File: src/inc/ufc_pkg.sv
// Shared constants for the UART FIFO control block
package ufc_pkg;
	// Register indices; byte address is four times the index
	localparam logic [3:0] UFC_IDX_INT_ENABLE = 4'h1;
	localparam logic [3:0] UFC_IDX_FIFO_CTRL  = 4'h2;
	localparam logic [3:0] UFC_IDX_STATUS     = 4'h8;
	localparam int         UFC_ADDR_W         = 8;

	// Field positions of fifo_control
	localparam int UFC_FC_ENABLE   = 0;
	localparam int UFC_FC_RX_FLUSH = 1;
	localparam int UFC_FC_TX_FLUSH = 2;
	localparam int UFC_FC_DMA_MODE = 3;
	localparam int UFC_FC_TX_TRIG  = 4;
	localparam int UFC_FC_RX_TRIG  = 6;

	// Field positions of interrupt_enable
	localparam int UFC_IE_RX_DATA = 0;
	localparam int UFC_IE_TX      = 1;

	// Reset values
	localparam logic [7:0] UFC_FC_RESET = 8'h00;
	localparam logic [1:0] UFC_IE_RESET = 2'h0;

	// Depths of the two variants
	localparam int UFC_CNT_W        = 7;
	localparam int UFC_DEPTH_DEEP   = 64;
	localparam int UFC_DEPTH_SHALLOW = 16;

	// Receive thresholds for codes 00, 01, 10, 11
	localparam logic [6:0] UFC_RX_DEEP_0 = 7'h08;
	localparam logic [6:0] UFC_RX_DEEP_1 = 7'h10;
	localparam logic [6:0] UFC_RX_DEEP_2 = 7'h38;
	localparam logic [6:0] UFC_RX_DEEP_3 = 7'h3c;
	localparam logic [6:0] UFC_RX_SHAL_0 = 7'h01;
	localparam logic [6:0] UFC_RX_SHAL_1 = 7'h04;
	localparam logic [6:0] UFC_RX_SHAL_2 = 7'h08;
	localparam logic [6:0] UFC_RX_SHAL_3 = 7'h0e;

	// Transmit thresholds (empty spaces) for codes 00, 01, 10, 11
	localparam logic [6:0] UFC_TX_DEEP_0 = 7'h08;
	localparam logic [6:0] UFC_TX_DEEP_1 = 7'h10;
	localparam logic [6:0] UFC_TX_DEEP_2 = 7'h20;
	localparam logic [6:0] UFC_TX_DEEP_3 = 7'h38;

	// Identification codes returned at the shared address
	localparam logic [3:0] UFC_ID_NONE    = 4'h1;
	localparam logic [3:0] UFC_ID_TX      = 4'h2;
	localparam logic [3:0] UFC_ID_RX_DATA = 4'h4;
	localparam logic [1:0] UFC_ID_FIFO_ON = 2'h3;
endpackage

File: src/rtl/ufc_fifo_control.sv
// FIFO control register and DMA request logic for one UART channel
// How it works
// [RULE_01] Deep receive trigger codes 11,10,01,00 give 60,56,16,8; default 8.
// [RULE_02] Receive count equal to trigger raises data interrupt when enabled.
// [RULE_03] Deep transmit trigger codes 11,10,01,00 give 56,32,16,8 spaces.
// [RULE_04] Empty spaces above transmit threshold raise interrupt and DMA request; the request follows this in mode 1 only, mode 0 waits for an empty FIFO.
// [RULE_05] Shallow variant ignores the transmit trigger bits.
// [RULE_06] DMA mode bit selects block mode 1, only with FIFOs on.
// [RULE_07] Mode 0: receive request low while any character is buffered.
// [RULE_08] Mode 1: receive request low at trigger or timeout, high when empty.
// [RULE_09] Transmit flush bit empties transmit FIFO, then clears itself.
// [RULE_10] Receive flush bit empties receive FIFO, then clears itself.
// [RULE_11] Enable bit turns both FIFOs on; zero, the default, turns off.
// [RULE_12] Other fields change only when the write enables FIFOs.
// [RULE_13] Control is write-only; reads there return interrupt identification.
// [RULE_14] Master reset clears every control field and the counts.
//
// The implementer's own choice: the APB slave port.
module ufc_fifo_control
	import ufc_pkg::*;
#(
	parameter bit DEEP = 1'b1
) (
	// APB slave
	input  wire logic                  pclk,
	input  wire logic                  presetn,
	input  wire logic                  psel,
	input  wire logic                  penable,
	input  wire logic                  pwrite,
	input  wire logic [UFC_ADDR_W-1:0] paddr,
	input  wire logic [31:0]           pwdata,
	output logic      [31:0]           prdata,
	output logic                       pready,
	output logic                       pslverr,
	// Character traffic from the channel datapath
	input  wire logic                  rx_push,
	input  wire logic                  rx_pop,
	input  wire logic                  tx_push,
	input  wire logic                  tx_pop,
	input  wire logic                  rx_timeout,
	// DMA request pins, active low
	output logic                       rx_dma_request_n,
	output logic                       tx_dma_request_n,
	// Interrupt requests and control state for the datapath
	output logic                       rx_data_irq,
	output logic                       tx_irq,
	output logic                       fifo_enable,
	output logic                       dma_mode,
	output logic                       rx_flush,
	output logic                       tx_flush
);
	localparam logic [UFC_CNT_W-1:0] DEPTH = DEEP ?
		UFC_CNT_W'(UFC_DEPTH_DEEP) : UFC_CNT_W'(UFC_DEPTH_SHALLOW);

	logic [7:0]           fc_reg, fc_next;
	logic [1:0]           ie_reg, ie_next;
	logic                 rx_flush_reg, rx_flush_next;
	logic                 tx_flush_reg, tx_flush_next;
	logic                 pready_reg, pready_next;
	logic                 pslverr_reg, pslverr_next;
	logic [31:0]          prdata_reg, prdata_next;
	logic                 rx_req_reg, rx_req_next;
	logic                 tx_req_reg, tx_req_next;
	logic                 rx_irq_reg, rx_irq_next;
	logic                 tx_irq_reg, tx_irq_next;
	logic                 access;
	logic                 wr_done;
	logic [3:0]           index;
	logic                 aligned;
	logic [UFC_CNT_W-1:0] rx_count, tx_count, limit, spaces;
	logic [UFC_CNT_W-1:0] rx_trig, tx_trig;
	logic                 fifo_on, mode1;
	logic [3:0]           id_code;

	assign access  = psel && penable && !pready_reg;
	assign wr_done = psel && penable && pready_reg && pwrite;
	assign index   = paddr[5:2];
	assign aligned = (paddr[1:0] == 2'h0) && (paddr[UFC_ADDR_W-1:6] == '0);
	assign fifo_on = fc_reg[UFC_FC_ENABLE];
	assign mode1   = fifo_on && fc_reg[UFC_FC_DMA_MODE]; // RULE_06
	// Without FIFOs each side behaves as a one-character holding register
	assign limit   = fifo_on ? DEPTH : UFC_CNT_W'(1); // RULE_11
	assign spaces  = limit - tx_count;

	// Threshold tables; shallow part has no transmit threshold
	always_comb begin
		unique case (fc_reg[UFC_FC_RX_TRIG +: 2])
			2'h0: rx_trig = DEEP ? UFC_RX_DEEP_0 : UFC_RX_SHAL_0; // RULE_01
			2'h1: rx_trig = DEEP ? UFC_RX_DEEP_1 : UFC_RX_SHAL_1;
			2'h2: rx_trig = DEEP ? UFC_RX_DEEP_2 : UFC_RX_SHAL_2;
			2'h3: rx_trig = DEEP ? UFC_RX_DEEP_3 : UFC_RX_SHAL_3;
		endcase
		unique case (fc_reg[UFC_FC_TX_TRIG +: 2])
			2'h0: tx_trig = UFC_TX_DEEP_0; // RULE_03
			2'h1: tx_trig = UFC_TX_DEEP_1;
			2'h2: tx_trig = UFC_TX_DEEP_2;
			2'h3: tx_trig = UFC_TX_DEEP_3;
		endcase
	end

	// Identification shown at the shared address; receive has priority
	always_comb begin
		if (rx_irq_reg) begin
			id_code = UFC_ID_RX_DATA;
		end else if (tx_irq_reg) begin
			id_code = UFC_ID_TX;
		end else begin
			id_code = UFC_ID_NONE;
		end
	end

	// Bus side: one wait state, then the answer; writes land with pready
	always_comb begin
		fc_next       = fc_reg;
		ie_next       = ie_reg;
		rx_flush_next = 1'b0;
		tx_flush_next = 1'b0;
		pready_next   = access;
		pslverr_next  = 1'b0;
		prdata_next   = prdata_reg;
		if (access) begin
			prdata_next  = 32'h0000_0000;
			pslverr_next = !aligned || !(index == UFC_IDX_INT_ENABLE ||
				index == UFC_IDX_FIFO_CTRL ||
				(index == UFC_IDX_STATUS && !pwrite));
			if (aligned && !pwrite) begin
				unique case (index)
					UFC_IDX_INT_ENABLE: prdata_next = {30'h0, ie_reg};
					UFC_IDX_FIFO_CTRL: prdata_next = {24'h0,
						fifo_on ? UFC_ID_FIFO_ON : 2'h0,
						2'h0, id_code}; // RULE_13
					UFC_IDX_STATUS: prdata_next = {8'h0,
						1'b0, tx_count, 1'b0, rx_count,
						6'h0, mode1, fifo_on};
					default: prdata_next = 32'h0000_0000;
				endcase
			end
		end
		if (wr_done && aligned && index == UFC_IDX_INT_ENABLE) begin
			ie_next = pwdata[1:0];
		end
		if (wr_done && aligned && index == UFC_IDX_FIFO_CTRL) begin
			fc_next[UFC_FC_ENABLE] = pwdata[UFC_FC_ENABLE]; // RULE_11
			// Fields follow only a write that leaves FIFOs on
			if (pwdata[UFC_FC_ENABLE]) begin // RULE_12
				fc_next[UFC_FC_DMA_MODE] = pwdata[UFC_FC_DMA_MODE];
				fc_next[UFC_FC_RX_TRIG +: 2] = pwdata[UFC_FC_RX_TRIG +: 2];
				if (DEEP) begin // RULE_05
					fc_next[UFC_FC_TX_TRIG +: 2] =
						pwdata[UFC_FC_TX_TRIG +: 2];
				end
				rx_flush_next = pwdata[UFC_FC_RX_FLUSH]; // RULE_10
				tx_flush_next = pwdata[UFC_FC_TX_FLUSH]; // RULE_09
			end
			// Leaving FIFO mode also discards both queues
			if (fifo_on && !pwdata[UFC_FC_ENABLE]) begin
				rx_flush_next = 1'b1;
				tx_flush_next = 1'b1;
			end
		end
		// Flush bits are never stored: they act once and read back zero
		fc_next[UFC_FC_RX_FLUSH] = 1'b0; // RULE_10
		fc_next[UFC_FC_TX_FLUSH] = 1'b0; // RULE_09
	end

	// Request pins and interrupts, all registered
	always_comb begin
		rx_req_next = rx_req_reg;
		if (!mode1) begin
			rx_req_next = (rx_count != '0); // RULE_07
		end else if (rx_count == '0) begin
			rx_req_next = 1'b0; // RULE_08
		end else if (rx_count == rx_trig || rx_timeout) begin
			rx_req_next = 1'b1; // RULE_08
		end
		tx_req_next = tx_req_reg;
		if (!mode1) begin
			tx_req_next = (tx_count == '0);
		end else if (tx_count == limit) begin
			tx_req_next = 1'b0;
		end else if (DEEP ? (spaces > tx_trig) : (tx_count == '0)) begin
			tx_req_next = 1'b1; // RULE_04
		end
		// Level-style interrupt: holds until reads drop below trigger
		rx_irq_next = ie_reg[UFC_IE_RX_DATA] &&
			(fifo_on ? (rx_count >= rx_trig) : (rx_count != '0)); // RULE_02
		tx_irq_next = ie_reg[UFC_IE_TX] &&
			((fifo_on && DEEP) ? (spaces > tx_trig)
				: (tx_count == '0)); // RULE_04
		if (rx_flush_reg) begin
			rx_req_next = 1'b0;
		end
	end

	// Registers; master reset returns every field to zero
	always_ff @(posedge pclk or negedge presetn) begin
		if (!presetn) begin
			fc_reg       <= UFC_FC_RESET; // RULE_14
			ie_reg       <= UFC_IE_RESET;
			rx_flush_reg <= 1'b0;
			tx_flush_reg <= 1'b0;
			pready_reg   <= 1'b0;
			pslverr_reg  <= 1'b0;
			prdata_reg   <= 32'h0000_0000;
			rx_req_reg   <= 1'b0;
			tx_req_reg   <= 1'b0;
			rx_irq_reg   <= 1'b0;
			tx_irq_reg   <= 1'b0;
		end else begin
			fc_reg       <= fc_next;
			ie_reg       <= ie_next;
			rx_flush_reg <= rx_flush_next;
			tx_flush_reg <= tx_flush_next;
			pready_reg   <= pready_next;
			pslverr_reg  <= pslverr_next;
			prdata_reg   <= prdata_next;
			rx_req_reg   <= rx_req_next;
			tx_req_reg   <= tx_req_next;
			rx_irq_reg   <= rx_irq_next;
			tx_irq_reg   <= tx_irq_next;
		end
	end

	// Occupancy of each queue; shift registers live outside and keep data
	ufc_level_count #(.CNT_W(UFC_CNT_W)) u_rx_level (
		.pclk    (pclk),
		.presetn (presetn),
		.push    (rx_push),
		.pop     (rx_pop),
		.flush   (rx_flush_reg), // RULE_10
		.limit   (limit),
		.count   (rx_count)
	);

	ufc_level_count #(.CNT_W(UFC_CNT_W)) u_tx_level (
		.pclk    (pclk),
		.presetn (presetn),
		.push    (tx_push),
		.pop     (tx_pop),
		.flush   (tx_flush_reg), // RULE_09
		.limit   (limit),
		.count   (tx_count)
	);

	assign prdata           = prdata_reg;
	assign pready           = pready_reg;
	assign pslverr          = pslverr_reg;
	assign rx_dma_request_n = !rx_req_reg;
	assign tx_dma_request_n = !tx_req_reg;
	assign rx_data_irq      = rx_irq_reg;
	assign tx_irq           = tx_irq_reg;
	assign fifo_enable      = fc_reg[UFC_FC_ENABLE];
	assign dma_mode         = fc_reg[UFC_FC_DMA_MODE];
	assign rx_flush         = rx_flush_reg;
	assign tx_flush         = tx_flush_reg;
endmodule

File: src/rtl/ufc_level_count.sv
// Occupancy counter for one FIFO, with flush and a variable limit
module ufc_level_count
	import ufc_pkg::*;
#(
	parameter int CNT_W = UFC_CNT_W
) (
	// Clock and reset
	input  wire logic             pclk,
	input  wire logic             presetn,
	// Traffic and control
	input  wire logic             push,
	input  wire logic             pop,
	input  wire logic             flush,
	input  wire logic [CNT_W-1:0] limit,
	// Level
	output logic      [CNT_W-1:0] count
);
	logic [CNT_W-1:0] count_reg;
	logic [CNT_W-1:0] count_next;
	logic             do_push;
	logic             do_pop;

	// Overfull pushes and empty pops are dropped; flush beats both
	always_comb begin
		do_push    = push && (count_reg < limit);
		do_pop     = pop && (count_reg != '0);
		count_next = count_reg;
		if (flush) begin
			count_next = '0;
		end else if (do_push && !do_pop) begin
			count_next = count_reg + CNT_W'(1);
		end else if (do_pop && !do_push) begin
			count_next = count_reg - CNT_W'(1);
		end
	end

	always_ff @(posedge pclk or negedge presetn) begin
		if (!presetn) begin
			count_reg <= '0;
		end else begin
			count_reg <= count_next;
		end
	end

	assign count = count_reg;
endmodule

File: config.mk
export PLATFORM = sky130hd
export DESIGN_NAME = ufc_fifo_control
export DESIGN_NICKNAME = d
export VERILOG_FILES = /design/src/inc/ufc_pkg.sv /design/src/rtl/ufc_fifo_control.sv /design/src/rtl/ufc_level_count.sv
export SDC_FILE = /design/constraint.sdc
export NUM_CORES = 1
export LEC_CHECK = 0
export ABC_AREA = 1
export BUFFER_PORTS_ARGS = -buffer_cell sky130_fd_sc_hd__buf_2
export CAP_MARGIN = 20
export CORE_MARGIN = 3
export CORE_UTILIZATION = 45
export CTS_CLUSTER_DIAMETER = 40
export DETAILED_ROUTE_END_ITERATION = 10
export GPL_TIMING_DRIVEN = 0
export HOLD_SLACK_MARGIN = 0.02
export PLACE_DENSITY = 0.78
export SYNTH_ARGS = -nofsm -noshare
export SYNTH_HDL_FRONTEND = slang
export SYNTH_SLANG_ARGS = --single-unit
File: constraint.sdc
create_clock -name pclk -period 5.75 [get_ports pclk]
set_input_delay 0.2875 -clock pclk [delete_from_list [all_inputs] [get_ports pclk]]
set_output_delay 0.2875 -clock pclk [all_outputs]
set_load 0.05 [all_outputs]
After elaboration in Yosys (flattened, before gate mapping) --
Cells that the tools add are included.
Word-level totals: bits in registers 62, input port bits 50, output and inout port bits 42, word-level logic and storage cells 114
Cells by class: add/sub/neg operators 5, order comparisons 4, equality and inequality tests 13, mux-type cells 30, reduce and logical (&&, ||, !) cells 48
Operator list (number):
- $pmux W23 S3 | 1
- $pmux W7 S4 | 2
- $mux W7 | 7
- $mux W23 | 1
- $logic_and A1 B1 Y1 | 22
- $mux W1 | 16
- $add A7 B1 Y7 const B | 2
- $eq A7 B7 Y1 | 2
- $logic_not A7 Y1 | 2
- $lt A7 B7 Y1 | 2
- $reduce_bool A7 Y1 | 2
- $sub A7 B1 Y7 const B | 2
- $logic_not A1 Y1 | 11
- $eq A2 B2 Y1 const B | 4
- $logic_not A2 Y1 | 4
- $ge A7 B7 Y1 | 1
- $gt A7 B7 Y1 | 1
- $sub A7 B7 Y7 | 1
- $reduce_bool A3 Y1 | 2
- $eq A2 B1 Y1 const B | 2
- $eq A4 B1 Y1 const B | 1
- $eq A4 B2 Y1 const B | 1
- $eq A4 B4 Y1 const B | 1
- $logic_or A1 B1 Y1 | 4
- other kinds (5) | 6

Longest topological paths before layout --
Gate-level depths: netlist (run 1).
depth in word-level cells 8, mapped depth 15, depth with buffers taken out 15

Cells and area by module --
A second synthesis (run 1) with hierarchy kept.
Unflattened totals: cell total of the unflattened synthesis 491, area, all modules 3592.2 um2
Modules (own cells, without submodules):
- ufc_fifo_control | times used 1, cells an instance 285, area an instance 2085.8 um2, seq. area each 850.8 um2
- ufc_level_count | times used 2, cells an instance 103, area an instance 753.2 um2, seq. area each 175.2 um2

Worst setup path before layout (run 1) --
OpenSTA, ideal clock, no wires.
kind flip-flop to flip-flop, start register fc_reg[0], end register u_tx_level.count_reg[3] (netlist: u_tx_level.count[3]), library setup time 121 ps, arrival 2453 ps, required time 5629 ps, slack 3175 ps, cell stages (with the launch flop) 11, path buffers 0, clock period less this slack 2575 ps, cell sequence dfrtp_1 ha_1 nand3_1 nor2_2 nor2_2 nand3_4 ha_1 a21o_1 a31oi_1 xor2_1 o21ai_2
On the way: cells in the longest elaborated chain, start to end 6, elaborated cells between the ends (all ways) 9, those cells by class 1 x order compare; 3 x mux; 5 x reduce/logical
RTL lines:
- from (decl) | RTL line ufc_fifo_control.sv:55 | logic [7:0] fc_reg, fc_next;
- from (signal assigned) | RTL line ufc_fifo_control.sv:210 | fc_reg <= fc_next;
- $mux W7 (*) | RTL line ufc_fifo_control.sv:82 | assign limit = fifo_on ? DEPTH : UFC_CNT_W'(1);
- $lt A7 B7 Y1 (*) | RTL line ufc_level_count.sv:25 | do_push = push && (count_reg < limit);
- $logic_and A1 B1 Y1 (*) | RTL line ufc_level_count.sv:25
- $logic_and A1 B1 Y1 / $logic_not A1 Y1 (equally long branches) | RTL line ufc_level_count.sv:30, ufc_level_count.sv:32
- $mux W7 / $logic_and A1 B1 Y1 (equally long branches) | RTL line ufc_level_count.sv:30, ufc_level_count.sv:32
- $mux W7 / $reduce_bool A3 Y1 (equally long branches)
- to (signal assigned) | RTL line ufc_level_count.sv:41 | count_reg <= count_next;
- to (decl) | RTL line ufc_level_count.sv:18 | logic [CNT_W-1:0] count_reg;
Mark *: on every way between the ends. The rest lies on a longest branch, timed or not. A chain may end at the register's enable or synchronous reset.

Worst setup path in the final report (run 1) --
start register fc_reg[0], end register u_tx_level.count_reg[6] (netlist: u_tx_level.count[6])
Same word-level chain as after synthesis.

==> flow_summary.json, run 1 <==
{
  "endpoint_kind": "flop",
  "outcome": "finished, violations left",
  "dp_hpwl_microns": 5670,
  "cts_resized": 0,
  "worst_hold_slack_ns": -0.0186,
  "rows": 30,
  "drtIter0Drc": 142,
  "antenna_cells": 0,
  "p_switching_w": 0.000715,
  "worstMarginPinSlew_ns": 0.620,
  "postRouteAntennaNets": 0,
  "fmax_mhz": 387,
  "combPwrFrac": 0.520,
  "totalWireLength_microns": 7350,
  "violations": "negative hold slack",
  "start_util": 0.466,
  "ys_types": 40,
  "syn_inst": 393,
  "start_kind": "flop",
  "avgSynthCellArea_sq_um": 8.11,
  "grt_pass1_vias": 2696,
  "netlist_area_sq_mm": 0.00319,
  "synth_warnings": 0,
  "fp.dieH_microns": 90.1,
  "cts_setup_buffers": 0,
  "syn2layout_area_growth_pct": 18.9,
  "fin_cells": 564,
  "ys_dominant_reg_cell": "dfrtp_1",
  "fin_util": 0.554,
  "crit_arrival_ns": 2.83,
  "path_class": "reg2reg",
  "placed_cell_area_sq_mm": 0.00362,
  "die_area_sq_mm": 0.00812,
  "hold_class": "in2async",
  "fin_crit_sh": 0.450,
  "dr_total_vias": 2821,
  "slew_headroom": 0.587,
  "required_ns": 6.00,
  "final_area_sq_mm": 0.00379,
  "power.density_mw_per_mm2": 425,
  "port_buffers": 54,
  "critPathMaxFanout": 10,
  "power_frac_seq": 0.294,
  "pin_count": 92,
  "grt.overflow.total": 0,
  "cts_max_level": 2,
  "slew_viol_final": 0,
  "synth_seq_cells": 48,
  "routed_via_density": 5.00,
  "fp.coreArea_sq_mm": 0.00683,
  "synth_edf_count": 0,
  "p_leak_nw": 2.09,
  "swShare": 0.445,
  "dr.pass1.iters": 4,
  "finalHoldViolCount": 24,
  "clkTransAtPathRegs_ns": 0.10,
  "ys_seq_area_frac": 0.377,
  "fin_crit_ns": 2.59,
  "clock_path_buffers": 2,
  "setup_violations": 0,
  "cts-root-buf": "clkbuf_8",
  "largest_reg_flops": 18,
  "gp_congestion": 0.872,
  "skew_ns": 0.0141,
  "antenna_found_initial": 0,
  "grt_pass1_wl_microns": 12400,
  "gr-usage-all-layers": 0.181,
  "grt_max_degree": 49,
  "clkLatencyLatePin_ns": 0.31,
  "dp.cells": 555,
  "p_clk_frac": 0.186,
  "cts_made_buffers": 5,
  "drc": 0,
  "final.setup.tns_ns": 0,
  "nets": 545,
  "p_int_w": 0.000893,
  "die_x_microns": 90.1,
  "drive_above_1_share": 0.231,
  "grt_setup_unrepaired": "no",
  "avgRoutedWirePerCell_microns": 13.0,
  "max-vdd-ir-drop_v": 0.000142,
  "async_flop_share": 1.00,
  "timing.max_cap.violations": 0,
  "clock-sinks": 48,
  "cts_hold_buffers": 0,
  "cts_tree": "done"
}
## final cells by class
type / count / area, sq um
clock inverter: 3 / 68.8
timing repair buffer: 55 / 298
multi-input combinational: 276 / 1660
fill: 640 / 3050
tap: 96 / 120
sequential: 48 / 1200
clock buffer: 5 / 68.8
inverter: 61 / 231
buffer: 20 / 134
## worst paths after layout
kind                       depth (start not counted)  slack [ns]  startpoint                   to
setup reg to reg                                  14        3.16   fc_reg[0]  u_tx_level.count[6]
min in group pclk                                  3        0.19   pwdata[7]            fc_reg[7]
max in group asynchronous                          2        5.24     presetn          rx_data_irq
hold reg to reg                                    2        0.51  prdata[11]           prdata[11]
setup / recovery                                  14        3.16   fc_reg[0]  u_tx_level.count[6]
hold / removal                                     1       -0.02     presetn           prdata[22]
## worst max-delay path: stages (launching register included)
cell and delay, ns:
dfrtp_1 0.49, ha_1 0.38, nand2_1 0.07, nor2_1 0.09
nand2_1 0.06, nand2_1 0.16, nand3_4 0.18, ha_1 0.38
a21oi_1 0.19, o21ai_0 0.10, nor2_1 0.16, inv_1 0.06
nand3_1 0.08, nand3_1 0.07, nand2_1 0.07
## stage by stage
step / power, W / worst slack, ns
after CTS: 0.00160 / 3.21
after floorplan: 0.00112 / 3.18
after global placement: 0.00126 / 3.29
final: 0.00161 / 3.16
after detailed placement: 0.00130 / 3.26
after global routing: 0.00174 / 2.96
## placed cells by master, fill, tap and decap left out, drive strengths merged, types with 3 or more instances in the layout
cell,netlist,routed
buf,17,72
nor2,27,27
a31oi,3,3
nand4,8,8
dfrtp,48,48
conb,1,13
nand3,22,22
o21ai,62,62
xor2,9,9
inv,61,62
nand2,73,73
nor3,5,5
ha,26,26
clkbuf,3,8
xnor2,4,4
a21oi,9,9
## per-layer routing
metal | routed length (microns) | global-route usage
met5 | 0 | 0
met1 | 3320 | 0.243
met3 | 483 | 0.0385
met2 | 3470 | 0.300
met4 | 74 | 0.0459
## cell usage after synthesis, types with 2 or more instances
cell / number / share of area
o211ai_1: 2 / 0.0047
o21ai_2: 7 / 0.019
nand2_2: 2 / 0.0039
clkbuf_1: 3 / 0.0035
nor2_1: 20 / 0.024
nor2_2: 7 / 0.014
a31oi_1: 3 / 0.0059
nand3_1: 20 / 0.031
buf_4: 15 / 0.035
o21ai_0: 49 / 0.077
a21o_1: 2 / 0.0047
a21oi_1: 7 / 0.011
o21ai_1: 5 / 0.0079
inv_1: 56 / 0.066
o21bai_1: 2 / 0.0047
dfrtp_1: 48 / 0.38
nand4_1: 8 / 0.016
fa_1: 2 / 0.013
nor3_1: 4 / 0.0063
xor2_1: 9 / 0.025
ha_1: 26 / 0.10
buf_2: 2 / 0.0031
nand2_1: 71 / 0.084
xnor2_1: 4 / 0.011
inv_2: 4 / 0.0047
## cell families after synthesis
family / count (synthesis) / share of synthesized area
fa+ha+maj: 28 / 0.115
flops: 48 / 0.377
compound gates: 84 / 0.158
simple gates: 138 / 0.198
other cells: 1 / 0.00118
xor+xnor: 13 / 0.0357
buf+inv: 81 / 0.115
## power groups by stage
stage               Clock [W]  Combinational (W)  Sequential (W)
detailed placement          0           0.000819        0.000477
CTS                  0.000299           0.000830        0.000471
global placement            0           0.000787        0.000473
floorplan                   0           0.000668        0.000454
global route         0.000314           0.000946        0.000480
finish               0.000298           0.000836        0.000473
No activity file was read; power rests on OpenSTA's default activity.
==> inputs of run 2 (changes only) <==
==> constraint.sdc (replaced) <==
create_clock -name pclk -period 2.4 [get_ports pclk]
set_input_delay 0.12 -clock pclk [delete_from_list [all_inputs] [get_ports pclk]]
set_output_delay 0.12 -clock pclk [all_outputs]
set_load 0.05 [all_outputs]
==> flow_summary.json, run 2 (same netlist as run 1, synthesis figures left out) <==
{
  "gp_congestion": 0.916,
  "grt_max_degree": 49,
  "cts_tree": "done",
  "final_common_cell": "nand2_1",
  "cts_made_buffers": 5,
  "drive_above_1_share": 0.312,
  "postRouteAntennaNets": 0,
  "largest_reg_flops": 18,
  "path_class": "reg2reg",
  "drtIter0Drc": 246,
  "totalWireLength_microns": 7930,
  "die_x_microns": 90.1,
  "max-vdd-ir-drop_v": 0.000345,
  "slew_viol_final": 0,
  "violations": "negative setup slack",
  "grt_pass1_wl_microns": 12100,
  "dp_slack_ns": -0.0473,
  "n_fill_cell": 596,
  "cts_max_level": 2,
  "drc": 0,
  "worst_hold_slack_ns": 0.0220,
  "slew_headroom": 0.632,
  "path_buf_inv": 0,
  "seq_area_sq_mm": 0.00121,
  "setup_violations": 1,
  "crit_chain": "ha_4 > nand2_2 > nor2_2 > nand2_1 > nand2_2 > nand3_4 > ha_4 > a21o_1 > a31oi_1 > xor2_1 > o21ai_2",
  "critPathMaxFanout": 5,
  "setup_slack_ns": -0.00120,
  "rows": 30,
  "pin_count": 92,
  "path_delay_family": "adder cells",
  "die_area_sq_mm": 0.00812,
  "slowest_delay_ns": 0.48,
  "skew_ns": 0.00936,
  "crit_arrival_ns": 2.60,
  "fmax_mhz": 416,
  "grt_pass1_vias": 2631,
  "crit_path_top_delay_cell": "dfrtp_2",
  "grt.overflow.total": 0,
  "avgRoutedWirePerCell_microns": 13.7,
  "antenna_found_initial": 0,
  "nets": 561,
  "fp.dieH_microns": 90.1,
  "cts-root-buf": "clkbuf_8",
  "fin_crit_ns": 2.40,
  "fin_crit_sh": 1.00,
  "power.density_mw_per_mm2": 1040,
  "dp_hpwl_microns": 5570,
  "clkLatencyLatePin_ns": 0.31,
  "multi_input_area_sq_mm": 0.00190,
  "start_kind": "flop",
  "start_util": 0.466,
  "dr.pass1.iters": 5,
  "required_ns": 2.60,
  "routed_via_density": 5.04,
  "antenna_cells": 0,
  "clock-sinks": 48,
  "grt_setup_unrepaired": "yes",
  "hold_class": "in2reg",
  "clkTransAtPathRegs_ns": 0.09,
  "timing.max_cap.violations": 0,
  "gr-usage-all-layers": 0.179,
  "dr_total_vias": 2922,
  "p_leak_nw": 2.15,
  "endpoint_kind": "flop",
  "outcome": "finished, violations left",
  "final_cell_mix": "68 x nand2_1, 56 x buf_2, 53 x inv_1",
  "clock_path_buffers": 2,
  "finalHoldViolCount": 0,
  "fin_total_pwr_w": 0.00431,
  "worstMarginPinSlew_ns": 0.552,
  "fp.coreArea_sq_mm": 0.00683,
  "port_buffers": 54,
  "syn2layout_area_growth_pct": 29.5
}
[run 2: repair_timing]
item / CTS / global route
endpoints found under the hold margin: 3 / 22
gates cloned: 0 / 1
setup endpoints to repair: 6 / 10
hold buffers: 3 / 1
pin swaps: 0 / 18
buffers inserted: 1 / 10
resized for setup: 0 / 43
[run 2: routing by layer]
| metal | routed length, microns | global-route usage | up-vias |
|---|---|---|---|
| li1 | - | - | 1446 |
| met1 | 3580 | 0.241 | 1361 |
| met2 | 3730 | 0.289 | 98 |
| met3 | 480 | 0.0343 | 17 |
| met4 | 146 | 0.0612 | 0 |
| met5 | 0 | 0 | - |
[run 2: path summary, 6_finish.rpt]
kind / from / endpoint / slack, ns / cells past startpoint
hold / removal: pwdata[3] / fc_reg[3] / 0.02 / 3
setup reg to reg: fc_reg[0] / u_tx_level.count[3] / -0.001 / 11
max in group asynchronous: presetn / u_rx_level.count[4] / 1.54 / 3
hold reg to reg: prdata[18] / prdata[18] / 0.51 / 2
setup / recovery: fc_reg[0] / u_tx_level.count[3] / -0.001 / 11
min in group asynchronous: presetn / u_tx_level.count[3] / 0.32 / 2
[run 2: cell type report]
class                      count  share of cell area
sequential                    48               0.292
clock inverter                 3              0.0115
clock buffer                   5              0.0167
timing repair buffer          70               0.100
tap                           96              0.0291
inverter                      61              0.0561
buffer                        20              0.0325
multi-input combinational    277               0.461
[run 2: worst reg2reg max path: cells and delay by family (launching register included)]
kind,cells,cell delay [ns]
compound gates,3,0.49
fa+ha+maj,2,0.61
simple gates,5,0.51
flops,1,0.48
xor+xnor,1,0.21
[run 2: per-stage QoR]
stage / TNS [ns] / utilization / cell area (sq um) / instances
2_1_floorplan: 0 / - / 3240 / 405
3_3_place_gp: -0.00556 / 0.532 / 3630 / 555
3_5_place_dp: -0.146 / 0.532 / 3630 / 555
4_1_cts: -0.0498 / 0.555 / 3790 / 567
5_1_grt: -0.341 / 0.604 / 4120 / 580
6_report: -0.00120 / 0.604 / 4120 / 580
[run 2: power by group]
part           internal (W)  switching, W  total (W)
registers          0.000948      0.000233    0.00118
clock network      0.000314      0.000289   0.000603
logic               0.00110       0.00143    0.00253
total               0.00236       0.00195    0.00431
